--- config.mk ---
export PLATFORM = sky130hd
export DESIGN_NAME = modbus_time_measure_codec
export DESIGN_NICKNAME = d
export VERILOG_FILES = /design/src/hdl/modbus_time_measure_codec.v
export VERILOG_INCLUDE_DIRS = /design/src /design/src/hdl
export SDC_FILE = /design/constraint.sdc
export NUM_CORES = 1
export LEC_CHECK = 0
export BUFFER_PORTS_ARGS = -buffer_cell sky130_fd_sc_hd__buf_2
export CAP_MARGIN = 20
export CORE_MARGIN = 10
export CORE_UTILIZATION = 30
export CTS_CLUSTER_SIZE = 16
export DETAILED_ROUTE_END_ITERATION = 10
export GPL_TIMING_DRIVEN = 1
export SLEW_MARGIN = 20
export SYNTH_ARGS = -nofsm -noshare
export SYNTH_HDL_FRONTEND = slang
export SYNTH_SLANG_ARGS = --single-unit
--- constraint.sdc ---
create_clock -name pclk -period 5.48 [get_ports pclk]
set_input_delay 0.274 -clock pclk [delete_from_list [all_inputs] [get_ports pclk]]
set_output_delay 0.274 -clock pclk [all_outputs]
set_load 0.03 [all_outputs]
--- src/hdl/time_measure_consts.vh ---
// constants for the rear-port time and measurement codec
`ifndef TIME_MEASURE_CONSTS_VH
`define TIME_MEASURE_CONSTS_VH
// register byte addresses
`define REG_PORT_CFG      8'h00
`define REG_TIME_IN_LO    8'h04
`define REG_TIME_IN_HI    8'h08
`define REG_TIME_OUT0     8'h0c
`define REG_TIME_OUT1     8'h10
`define REG_TIME_OUT2     8'h14
`define REG_TIME_OUT3     8'h18
`define REG_TIME_STATUS   8'h1c
`define REG_PU_RAW        8'h20
`define REG_PU_WORD       8'h24
`define REG_MULT_HI       8'h28
`define REG_MULT_LO       8'h2c
`define REG_FLOAT_IN      8'h30
`define REG_FLOAT_HI      8'h34
`define REG_FLOAT_LO      8'h38
`define REG_REQ_ADDR      8'h3c
`define REG_IDLE_STATUS   8'h40
`define REG_RX_W01        8'h44
`define REG_RX_W23        8'h48
`define REG_RX_LO         8'h4c
`define REG_RX_HI         8'h50
// port configuration fields
`define CFG_ADDR_LSB      0
`define CFG_IDLE_LSB      8
`define CFG_BAUD_LSB      16
`define CFG_PAR_LSB       20
`define CFG_REV_BIT       22
`define CFG_RESET         32'h0003_0a01
// limits
`define ADDR_MIN          8'h01
`define ADDR_MAX          8'hf7
`define IDLE_MIN          5'h01
`define IDLE_MAX          5'h1e
`define BAUD_MAX          3'h5
`define PAR_MAX           2'h2
`define MS_MAX            16'hea5f
`define MIN_MAX           6'h3b
`define HOUR_MAX          5'h17
`define WDAY_MAX          3'h7
`define MONTH_MAX         4'hc
`define YEAR_MAX          7'h63
`define PU_POS_MAX        16'h7fff
`define PU_NEG_MIN        16'h8000
// idle timing
`define CLK_MHZ           250
`define MINUTE_SEC        60
`endif

--- src/hdl/modbus_time_measure_codec.v ---
// rear-port time stamp, scaled power and float codec with apb registers
//
// The APB interface to the registers and the placing of the registers were decided locally.
`timescale 1ns/100ps
`include "time_measure_consts.vh"
module modbus_time_measure_codec #(
  parameter integer CYCLES_PER_SEC = `CLK_MHZ * 1000000
) (
  input  wire        pclk,
  input  wire        presetn,
  input  wire        psel,
  input  wire        penable,
  input  wire        pwrite,
  input  wire [7:0]  paddr,
  input  wire [31:0] pwdata,
  output reg  [31:0] prdata,
  output wire        pready,
  output wire        pslverr,
  input  wire        frame_seen,
  input  wire [7:0]  frame_addr,
  output wire        addr_match,
  output reg         port_default_q,
  output wire [7:0]  rear_port_slave_address,
  output wire [2:0]  rear_port_bit_rate,
  output wire [1:0]  rear_port_parity_select,
  output wire        time_order_reverse,
  input  wire [15:0] current_year
);

  reg  [31:0] cfg_q;
  reg  [31:0] tin_lo_q;
  reg  [31:0] tin_hi_q;
  reg  [31:0] pu_raw_q;
  reg  [31:0] float_q;
  reg  [31:0] rx_w01_q;
  reg  [31:0] rx_w23_q;
  reg  [15:0] mult_hi_hold_q;
  reg  [31:0] mult_q;
  reg  [15:0] mult_lo_hold_q;
  reg  [1:0]  g29_step_q;
  reg         g29_err_q;
  reg  [7:0]  req_addr_q;
  reg  [31:0] sec_cnt_q;
  reg  [5:0]  sec_q;
  reg  [4:0]  min_q;
  reg         fs_meta_q;
  reg         fs_sync_q;
  reg         fs_prev_q;
  reg  [7:0]  fa_meta_q;
  reg  [7:0]  fa_sync_q;

  wire        wr = psel & penable & pwrite;
  wire        rd = psel & penable & ~pwrite;

  assign pready = 1'b1;
  assign rear_port_slave_address = cfg_q[`CFG_ADDR_LSB +: 8];
  assign rear_port_bit_rate      = cfg_q[`CFG_BAUD_LSB +: 3];
  assign rear_port_parity_select = cfg_q[`CFG_PAR_LSB +: 2];
  assign time_order_reverse      = cfg_q[`CFG_REV_BIT];
  wire [4:0] idle_min = cfg_q[`CFG_IDLE_LSB +: 5];

  // time input fields, software writes them as unpacked values
  wire [15:0] ms_in    = tin_lo_q[15:0];
  wire [5:0]  min_in   = tin_lo_q[21:16];
  wire [4:0]  hour_in  = tin_lo_q[28:24];
  wire        valid_in = tin_lo_q[29];
  wire        dst_in   = tin_lo_q[30];
  wire [4:0]  day_in   = tin_hi_q[4:0];
  wire [2:0]  wday_in  = tin_hi_q[10:8];
  wire        wday_ok  = tin_hi_q[11];
  wire [3:0]  mon_in   = tin_hi_q[19:16];
  wire [6:0]  year_in  = tin_hi_q[30:24];

  wire [7:0] b1 = ms_in[7:0];
  wire [7:0] b2 = ms_in[15:8];
  wire [7:0] b3 = {valid_in, 1'b0, min_in};
  wire [7:0] b4 = {dst_in, 2'b00, hour_in};
  wire [2:0] wday_f = wday_ok ? wday_in : 3'h0;
  wire [7:0] b5 = {wday_f, day_in};
  wire [7:0] b6 = {4'h0, mon_in};
  wire [7:0] b7 = {1'b0, year_in};

  // byte stream order follows the selected time ordering
  wire [63:0] std_stream = {b1, b2, b3, b4, b5, b6, b7, 8'h00};
  wire [63:0] rev_stream = {b7, b6, b5, b4, b3, b2, b1, 8'h00};
  wire [63:0] stream = time_order_reverse ? rev_stream : std_stream;

  // range check and status of the written time fields, reserved bit of the minute byte dropped
  wire [7:0] r3 = std_stream[47:40];
  wire       range_ok = (ms_in <= `MS_MAX) && (min_in <= `MIN_MAX) &&
                        (hour_in <= `HOUR_MAX) && (mon_in <= `MONTH_MAX) &&
                        (mon_in != 4'h0) && (day_in != 5'h0) &&
                        (year_in <= `YEAR_MAX);

  // century nearest the current year, window of fifty either side
  function [15:0] expand_year;
    input [6:0]  yy;
    input [15:0] now;
    reg   [15:0] cent;
    reg   [15:0] cand;
    begin
      cent = now - (now % 16'd100);
      cand = cent + {9'h0, yy};
      if (cand > now + 16'd50)
        cand = cand - 16'd100;
      else if (cand + 16'd50 < now)
        cand = cand + 16'd100;
      expand_year = cand;
    end
  endfunction
  wire [15:0] full_year = expand_year(year_in, current_year);

  // received words as they came off the line; reserved bits are dropped
  wire [63:0] rx_raw     = {rx_w01_q, rx_w23_q};
  wire [55:0] rx_rev     = {rx_raw[15:8], rx_raw[23:16], rx_raw[31:24], rx_raw[39:32],
                            rx_raw[47:40], rx_raw[55:48], rx_raw[63:56]};
  wire [55:0] rx_b       = time_order_reverse ? rx_rev : rx_raw[63:8];
  wire [15:0] rx_ms      = {rx_b[47:40], rx_b[55:48]};
  wire        rx_valid   = rx_b[39];
  wire [5:0]  rx_min     = rx_b[37:32];
  wire        rx_dst     = rx_b[31];
  wire [4:0]  rx_hour    = rx_b[28:24];
  wire [2:0]  rx_wday    = rx_b[23:21];
  wire        rx_wday_ok = (rx_wday != 3'h0);
  wire [4:0]  rx_day     = rx_b[20:16];
  wire [3:0]  rx_mon     = rx_b[11:8];
  wire [6:0]  rx_year    = rx_b[6:0];

  // scaled integer power: saturate the raw per-unit value to 16 bits
  function [15:0] sat16;
    input [31:0] v;
    begin
      if (!v[31] && (v[30:15] != 16'h0))
        sat16 = `PU_POS_MAX;
      else if (v[31] && (v[30:15] != 16'hffff))
        sat16 = `PU_NEG_MIN;
      else
        sat16 = v[15:0];
    end
  endfunction

  function cfg_ok;
    input [31:0] v;
    begin
      cfg_ok = (v[`CFG_ADDR_LSB +: 8] >= `ADDR_MIN) &&
               (v[`CFG_ADDR_LSB +: 8] <= `ADDR_MAX) &&
               (v[`CFG_IDLE_LSB +: 5] >= `IDLE_MIN) &&
               (v[`CFG_IDLE_LSB +: 5] <= `IDLE_MAX) &&
               (v[`CFG_BAUD_LSB +: 3] <= `BAUD_MAX) &&
               (v[`CFG_PAR_LSB +: 2] <= `PAR_MAX);
    end
  endfunction

  wire unmapped = (paddr > `REG_RX_HI) || (paddr[1:0] != 2'b00);
  wire cfg_bad  = wr && (paddr == `REG_PORT_CFG) && !cfg_ok(pwdata);
  // the three-word group must be read in order, so a stray read errors
  wire g29_bad  = rd && (((paddr == `REG_MULT_HI) && (g29_step_q != 2'd1)) ||
                         ((paddr == `REG_MULT_LO) && (g29_step_q != 2'd2)));
  assign pslverr = psel & penable & (unmapped | cfg_bad | g29_bad);

  assign addr_match = fs_sync_q & ~fs_prev_q & (fa_sync_q == rear_port_slave_address);

  wire [31:0] idle_limit = {27'h0, idle_min};

  always @(posedge pclk or negedge presetn) begin
    if (!presetn) begin
      cfg_q          <= `CFG_RESET;
      tin_lo_q       <= 32'h0;
      tin_hi_q       <= 32'h0;
      pu_raw_q       <= 32'h0;
      float_q        <= 32'h0;
      mult_hi_hold_q <= 16'h0;
      rx_w01_q       <= 32'h0;
      rx_w23_q       <= 32'h0;
      mult_q         <= 32'h0;
      mult_lo_hold_q <= 16'h0;
      g29_step_q     <= 2'd0;
      g29_err_q      <= 1'b0;
      req_addr_q     <= 8'h0;
    end else begin
      if (wr && !unmapped) begin
        case (paddr)
          `REG_PORT_CFG: if (cfg_ok(pwdata)) cfg_q <= pwdata & 32'h007f_1fff;
          `REG_TIME_IN_LO: tin_lo_q <= pwdata;
          `REG_TIME_IN_HI: tin_hi_q <= pwdata;
          `REG_PU_RAW: pu_raw_q <= pwdata;
          // multiplier from ratings: ct times vt over 110 V, already scaled
          `REG_MULT_HI: mult_q <= pwdata;
          `REG_FLOAT_IN: float_q <= pwdata;
          `REG_RX_W01: rx_w01_q <= pwdata;
          `REG_RX_W23: rx_w23_q <= pwdata;
          default: req_addr_q <= req_addr_q;
        endcase
      end
      // whole group snapshot on the first word, served in order
      if (rd && paddr == `REG_PU_WORD) begin
        mult_hi_hold_q <= mult_q[31:16];
        mult_lo_hold_q <= mult_q[15:0];
        g29_step_q     <= 2'd1;
      end else if (rd && paddr == `REG_MULT_HI && g29_step_q == 2'd1) begin
        g29_step_q <= 2'd2;
      end else if (rd && paddr == `REG_MULT_LO && g29_step_q == 2'd2) begin
        g29_step_q <= 2'd0;
      end
      if (g29_bad)
        g29_err_q <= 1'b1;
      else if (rd && paddr == `REG_PU_WORD)
        g29_err_q <= 1'b0;
      if (addr_match)
        req_addr_q <= fa_sync_q;
    end
  end

  // frame inputs come from the serial receiver in another domain
  always @(posedge pclk or negedge presetn) begin
    if (!presetn) begin
      fs_meta_q <= 1'b0;
      fs_sync_q <= 1'b0;
      fs_prev_q <= 1'b0;
      fa_meta_q <= 8'h0;
      fa_sync_q <= 8'h0;
    end else begin
      fs_meta_q <= frame_seen;
      fs_sync_q <= fs_meta_q;
      fs_prev_q <= fs_sync_q;
      fa_meta_q <= frame_addr;
      fa_sync_q <= fa_meta_q;
    end
  end

  // idle timer counts minutes of silence, any frame restarts it
  always @(posedge pclk or negedge presetn) begin
    if (!presetn) begin
      sec_cnt_q      <= 32'h0;
      sec_q          <= 6'h0;
      min_q          <= 5'h0;
      port_default_q <= 1'b0;
    end else if (fs_sync_q & ~fs_prev_q) begin
      sec_cnt_q      <= 32'h0;
      sec_q          <= 6'h0;
      min_q          <= 5'h0;
      port_default_q <= 1'b0;
    end else if (!port_default_q) begin
      if (sec_cnt_q == CYCLES_PER_SEC - 1) begin
        sec_cnt_q <= 32'h0;
        if (sec_q == `MINUTE_SEC - 1) begin
          sec_q <= 6'h0;
          if ({27'h0, min_q + 5'h1} >= idle_limit)
            port_default_q <= 1'b1;
          else
            min_q <= min_q + 5'h1;
        end else begin
          sec_q <= sec_q + 6'h1;
        end
      end else begin
        sec_cnt_q <= sec_cnt_q + 32'h1;
      end
    end
  end

  // read word latched in the setup phase so the access phase shows a flop
  wire rd_setup = psel & ~penable & ~pwrite;

  always @(posedge pclk or negedge presetn) begin
    if (!presetn) begin
      prdata <= 32'h0;
    end else if (rd_setup) begin
      case (paddr)
        `REG_PORT_CFG:    prdata <= cfg_q;
        `REG_TIME_IN_LO:  prdata <= tin_lo_q;
        `REG_TIME_IN_HI:  prdata <= tin_hi_q;
        `REG_TIME_OUT0:   prdata <= {16'h0, stream[63:48]};
        `REG_TIME_OUT1:   prdata <= {16'h0, stream[47:32]};
        `REG_TIME_OUT2:   prdata <= {16'h0, stream[31:16]};
        `REG_TIME_OUT3:   prdata <= {16'h0, stream[15:0]};
        `REG_TIME_STATUS: prdata <= {full_year, 7'h0, range_ok, r3[7], r3[5:0], 1'b0};
        `REG_PU_RAW:      prdata <= pu_raw_q;
        `REG_PU_WORD:     prdata <= {16'h0, sat16(pu_raw_q)};
        `REG_MULT_HI:     prdata <= {16'h0, mult_hi_hold_q};
        `REG_MULT_LO:     prdata <= {16'h0, mult_lo_hold_q};
        `REG_FLOAT_IN:    prdata <= float_q;
        `REG_FLOAT_HI:    prdata <= {16'h0, float_q[31:16]};
        `REG_FLOAT_LO:    prdata <= {16'h0, float_q[15:0]};
        `REG_REQ_ADDR:    prdata <= {24'h0, req_addr_q};
        `REG_IDLE_STATUS: prdata <= {24'h0, g29_err_q, port_default_q, 1'b0, min_q};
        `REG_RX_LO:       prdata <= {1'b0, rx_dst, rx_valid, rx_hour, 2'b00, rx_min, rx_ms};
        `REG_RX_HI:       prdata <= {1'b0, rx_year, 4'h0, rx_mon, 4'h0,
                                     rx_wday_ok, rx_wday, 3'h0, rx_day};
        default:          prdata <= 32'h0;
      endcase
    end else begin
      prdata <= 32'h0;
    end
  end

endmodule // modbus_time_measure_codec

# ---- Word level (Yosys, flattened, before mapping)
# Index checks and enable logic that the tools add are counted.
dict set report totals {
  reg_bits 382
  ram_bits 0
  romBits 0
  output_inout_bits 50
  elab_cells 171
  memories 0
  latchBits 0
  in_bits 70
}
dict set report op_classes {
  eq_ne 30
  n_reduce_logical 49
  muxes 31
  magnitude_cmp 15
  n_shift 0
  n_mul 0
  div 1
  n_bitwise 13
  add_sub_neg 9
}
# operator n
set ops {}
lappend ops {{32-bit case mux with 19 select lines} 1}
lappend ops {{32-bit 2-to-1 mux} 4}
lappend ops {{8-bit by 6-bit == test with 1-bit output (second input constant)} 8}
lappend ops {{16-bit 2-to-1 mux} 4}
lappend ops {{64-bit 2-to-1 mux} 1}
lappend ops {{56-bit 2-to-1 mux} 1}
lappend ops {{8-bit by 7-bit == test with 1-bit output (second input constant)} 5}
lappend ops {{16-bit by 6-bit adder with 16-bit output (second input constant)} 2}
lappend ops {{32-bit by 1-bit adder with 32-bit output (second input constant)} 1}
lappend ops {{32-bit by 28-bit == test with 1-bit output (second input constant)} 1}
lappend ops {{8-bit by 5-bit == test with 1-bit output (second input constant)} 4}
lappend ops {{5-bit 2-to-1 mux} 5}
lappend ops {{1-bit logical AND} 24}
lappend ops {{6-bit 2-to-1 mux} 4}
lappend ops {{16-bit by 7-bit adder with 16-bit output} 1}
lappend ops {{16-bit by 7-bit adder with 16-bit output (second input constant)} 1}
lappend ops {{8-bit by 4-bit == test with 1-bit output (second input constant)} 2}
lappend ops {{16-bit > comparator} 1}
lappend ops {{16-bit less-or-equal comparator (second input constant)} 1}
lappend ops {{16-bit < comparator} 1}
lappend ops {{16-bit by 7-bit remainder unit with 16-bit output (second input constant)} 1}
lappend ops {{16-bit inequality test (second input constant)} 1}
lappend ops {{2-bit AND reduction} 8}
lappend ops {{16-bit nonzero test} 1}
lappend ops {{other kinds (37)} 65}

# ---- Longest topological paths before layout
dict set report depth {
  ltp_word 11
  depth_mapped 58
}

# ---- Worst setup path after synthesis
# Ideal clock, no wire load.
dict set report synth_path {
  path_kind {in2reg}
  start {in current_year[11]}
  end {reg prdata[31]}
  setup_ns 0.082
  slack_ns -5.410
  stages 53
  t_arrival_ns 10.808
  required_ns 5.398
  path_cell_list {buf_4 and3b_1 mux2_2 a2111o_1 a21oi_2 o21ai_1 a211o_1 o311a_1 buf_6 or3_4 and3_4 or2_1 buf_6 a31o_1 a211o_1 and2_4 a311o_1 a41oi_1 [17 not listed] o21a_1 o21a_1 o21a_1 o21a_1 o21a_1 o21a_1 o21a_1 o21ai_0 nand2b_1 a21oi_1 and2_0 clkbuf_1 nand3_1 nor2_1 a31o_2 and3_1 o21ai_1 a31oi_1}
}
dict set report synth_between {
  elab_chain_len 9
  elab_cells_between_ends 13
}
# item line
set synth_lines {}
lappend synth_lines {{start, declared} modbus_time_measure_codec.v:27} ;# input wire [15:0] current_year
lappend synth_lines {{16-bit by 7-bit remainder unit with 16-bit output} modbus_time_measure_codec.v:102} ;# cent = now - (now % 16'd100);
lappend synth_lines {{16-bit subtractor} modbus_time_measure_codec.v:102}
lappend synth_lines {{16-bit by 7-bit adder with 16-bit output} modbus_time_measure_codec.v:103} ;# cand = cent + {9'h0, yy};
lappend synth_lines {{16-bit by 6-bit adder with 16-bit output} modbus_time_measure_codec.v:106} ;# else if (cand + 16'd50 < now)
lappend synth_lines {{16-bit < comparator} modbus_time_measure_codec.v:106}
lappend synth_lines {{16-bit 2-to-1 mux} modbus_time_measure_codec.v:106}
lappend synth_lines {{16-bit 2-to-1 mux *} modbus_time_measure_codec.v:104} ;# if (cand > now + 16'd50)
lappend synth_lines {{32-bit case mux with 19 select lines *} modbus_time_measure_codec.v:268} ;# case (paddr)
lappend synth_lines {{32-bit 2-to-1 mux *} modbus_time_measure_codec.v:267} ;# end else if (rd_setup) begin
lappend synth_lines {{end signal, assigned} modbus_time_measure_codec.v:269} ;# `REG_PORT_CFG: prdata <= cfg_q;
lappend synth_lines {{end signal, assigned} modbus_time_measure_codec.v:270} ;# `REG_TIME_IN_LO: prdata <= tin_lo_q;
lappend synth_lines {{end signal, assigned} modbus_time_measure_codec.v:271} ;# `REG_TIME_IN_HI: prdata <= tin_hi_q;
lappend synth_lines {{end, declared} modbus_time_measure_codec.v:16} ;# output reg [31:0] prdata,
# Mark *: on every way between the ends. The rest lies on a longest branch, timed or not.
# A chain may end at the register's enable or synchronous reset.

# ---- Worst setup path after layout
# Ends and elaborated chain as after synthesis.

==> out/metrics.yaml <==
tightest_slew_ps: 1090
die_h_um: 289
p_int_w: 0.0111
cp-start-kind: "input port"
cts_inserted_buffers: 39
syn_to_final_growth_pct: 27.8
powerDensity_nw_per_um2: 669
dr.pass1.iters: 7
timing.max_cap.violations: 0
synth-edff-count: 0
netlist_area_um2: 21700
wire_per_inst_um: 22.7
synthArstFlopShare_pct: 100
multi_input_area_um2: 12500
first_global_vias: 19400
core_area_um2: 71600
postSynthCellCount: 2081
synth_seq_cells: 372
final_core_util_pct: 38.8
cp_slowest_cell: "fa_1"
setup_slack_ps: -4580
avgSynthCellArea_um2: 10.4
gp_congestion: 0.908
grt_use_total_pct: 18.0
root_buffer: "clkbuf_16"
layout-drive-gt1-share_pct: 37.6
clock_latency_ps: 560
synth_ff_type: "dfrtp_1"
numPortBuffers: 118
cts_buffer_depth: 3
synth_warnings: 0
io_pins: 120
critical_path_required_ps: 5950
clockPowerShare_pct: 14.4
postRouteAntennaNets: 0
critical_path_class: "in2reg"
p_sw_share_pct: 40.5
dieWidth_um: 289
grt_overflow: 0
fin_cells: 3435
power_w: 0.0186
arrival_ps: 10530
synth.yosys.seq_area_share_pct: 42.9
violations: "negative setup slack"
status: "finished with violations"
wl_mm: 78.0
skew_ps: 28.3
hp-class: "in2reg"
fin_crit_sh_pct: 184
place_inst: 3309
grt_setup_unrepaired: "true"
setup_violations: 14
cp-end-kind: "flip-flop"
fin_crit_ps: 10060
hold_viol: 0
rows: 98
grt_pass1_wl_mm: 118
grt_max_degree: 119
clock-sinks: 372
max_stage_delay_ps: 590
drc: 0
finalMaxSlewViolations: 0
fin_nets: 2598
antenna_found_initial: 6
drtIter0Drc: 1693
max_freq_mhz: 99.4
p_seq_share_pct: 15.3
relSlewSlack_pct: 27.0
cts_tree: "yes"
viasPerCell: 5.53
dr_total_vias: 19000
initial_core_util_pct: 30.3
antennaDiodeCount: 0
dp_hpwl_mm: 55.1
clk_pin_slew_ps: 60
leakagePower_nw: 12.6
htreeDepth: 2
regArea_um2: 9320
synth_cell_types: 96
combPwrFrac_pct: 70.3
p_switching_w: 0.00751
peakVddDrop_v: 0.00137
nFillCells: 7029
cp_max_fo: 7
die_area_um2: 83600
==> state kept, by name, indices dropped and copies added, names as in the netlist, 16 cells and up <==
| signal | cells |
|---|---|
| rx_w23_q | 24 |
| float_q | 32 |
| tin_hi_q | 32 |
| mult_q | 32 |
| sec_cnt_q | 32 |
| prdata | 32 |
| tin_lo_q | 32 |
| pu_raw_q | 32 |
| mult_lo_hold_q | 16 |
| rx_w01_q | 30 |
| cfg_q | 20 |
| mult_hi_hold_q | 16 |
==> through the flow <==
| stage | worst slack [ps] | setup TNS [ps] | hold slack (ps) | cell area [um2] |
|---|---|---|---|---|
| floorplan | -4770 | -63280 | -21.6 | 22000 |
| global placement | -5250 | -71590 | 336 | 25400 |
| detailed placement | -5590 | -75910 | 335 | 25400 |
| CTS | -4470 | -60220 | 55.2 | 27300 |
| global route | -5180 | -69970 | 64.7 | 27800 |
| finish | -4580 | -61990 | 70.0 | 27800 |
==> critical path, delay by kind of cell <==
family / cells / cell delay [ps]
AO/OA/AOI/OAI: 30 / 4860
adder cells (fa/ha/maj): 3 / 950
buffers and inverters: 5 / 640
multiplexers: 1 / 310
AND/OR/NAND/NOR: 16 / 3290
XOR/XNOR: 2 / 200
==> layer usage <==
| layer | vias up | track usage [%] | wire (um) |
|---|---|---|---|
| met3 | 142 | 3.25 | 5350 |
| met1 | 9646 | 24.0 | 33400 |
| li1 | 8517 | - | - |
| met5 | - | 0 | 0 |
| met2 | 705 | 29.4 | 36700 |
| met4 | 0 | 5.86 | 2540 |
==> power by group through the flow <==
stage / combinational [W] / sequential [W] / clock [W]
final: 0.0131 / 0.00283 / 0.00267
after floorplan: 0.00723 / 0.00286 / 0
after CTS: 0.0126 / 0.00283 / 0.00271
after global routing: 0.0144 / 0.00283 / 0.00282
after global placement: 0.0113 / 0.00288 / 0
after detailed placement: 0.0115 / 0.00288 / 0
==> worst paths after layout <==
kind,startpoint,endpoint,cells after the start,slack [ps]
worst max register to register,tin_hi_q[24]$_DFFE_PN0P_,prdata[31]$_DFF_PN0_,37,-170
worst max-delay path,current_year[11],prdata[31]$_DFF_PN0_,57,-4580
worst min register to register,fa_meta_q[5]$_DFF_PN0_,fa_sync_q[5]$_DFF_PN0_,0,350
worst min-delay path,pwdata[13],rx_w01_q[13]$_DFFE_PN0P_,2,70
max in group asynchronous,presetn,cfg_q[22]$_DFFE_PN0P_,3,3870
min in group asynchronous,presetn,sec_cnt_q[8]$_DFFE_PN0P_,2,390
==> layout by cell type, fill, tap and decap left out, types with 45 or more instances in the layout <==
master    count
a21oi_1      58
a221oi_1     45
a22oi_1      52
buf_2       111
buf_4       313
dfrtp_1     366
ha_1         65
mux2_2      287
nand2_1     147
nand3_1      65
nor2_1       98
o21ai_0      80
xnor2_1      55
==> area by class of cell <==
cell class | count | area share [%]
clock inverter | 12 | 0.500
sequential | 372 | 33.6
multi-input combinational | 1544 | 44.9
clock buffer | 59 | 4.04
tap | 950 | 4.28
timing repair buffer | 457 | 12.2
inverter | 41 | 0.554
==> what timing repair did <==
| action | 4_1_cts | 5_1_grt |
|---|---|---|
| setup buffers | 28 | 20 |
| gates resized for setup | 70 | 58 |
| hold endpoints to repair | 121 | 0 |
| setup endpoints to repair | 14 | 14 |
| hold buffers | 10 | 0 |
| gates cloned | 1 | 3 |
| pin swaps | 61 | 36 |
==> cells in the mapped netlist, drive strengths merged (14+ instances only) <==
cell	instances	area, um2
o211ai	15	113
or3	20	130
a21o	16	120
nor3	39	195
o21a	18	135
a22oi	54	405
buf	51	292
nand4	28	175
dfrtp	367	9180
mux2	288	3240
nand3	68	340
o21ai	95	479
xor2	36	315
ha	69	863
a221oi	46	403
nand2	151	567
a22o	14	123
nand2b	19	119
nor4	16	100
a31oi	36	225
a21oi	74	385
and3	21	136
a222oi	18	180
inv	41	154
nor2	113	427
mux2i	39	390
clkbuf	77	289
xnor2	65	577
==> kinds of logic (layout without fill, tap and decap cells) <==
family          Yosys count  in the layout  share of synthesized area [%]
xor+xnor                101            101                           4.11
compound gates          501            501                           16.4
buf+inv                 169            569                           3.38
fa+ha+maj                74             74                           4.39
mux                     327            327                           16.7
flops                   372            372                           42.9
other cells               1              5                         0.0173
simple gates            536            536                           12.1
No activity file was read; power rests on OpenSTA's default activity.
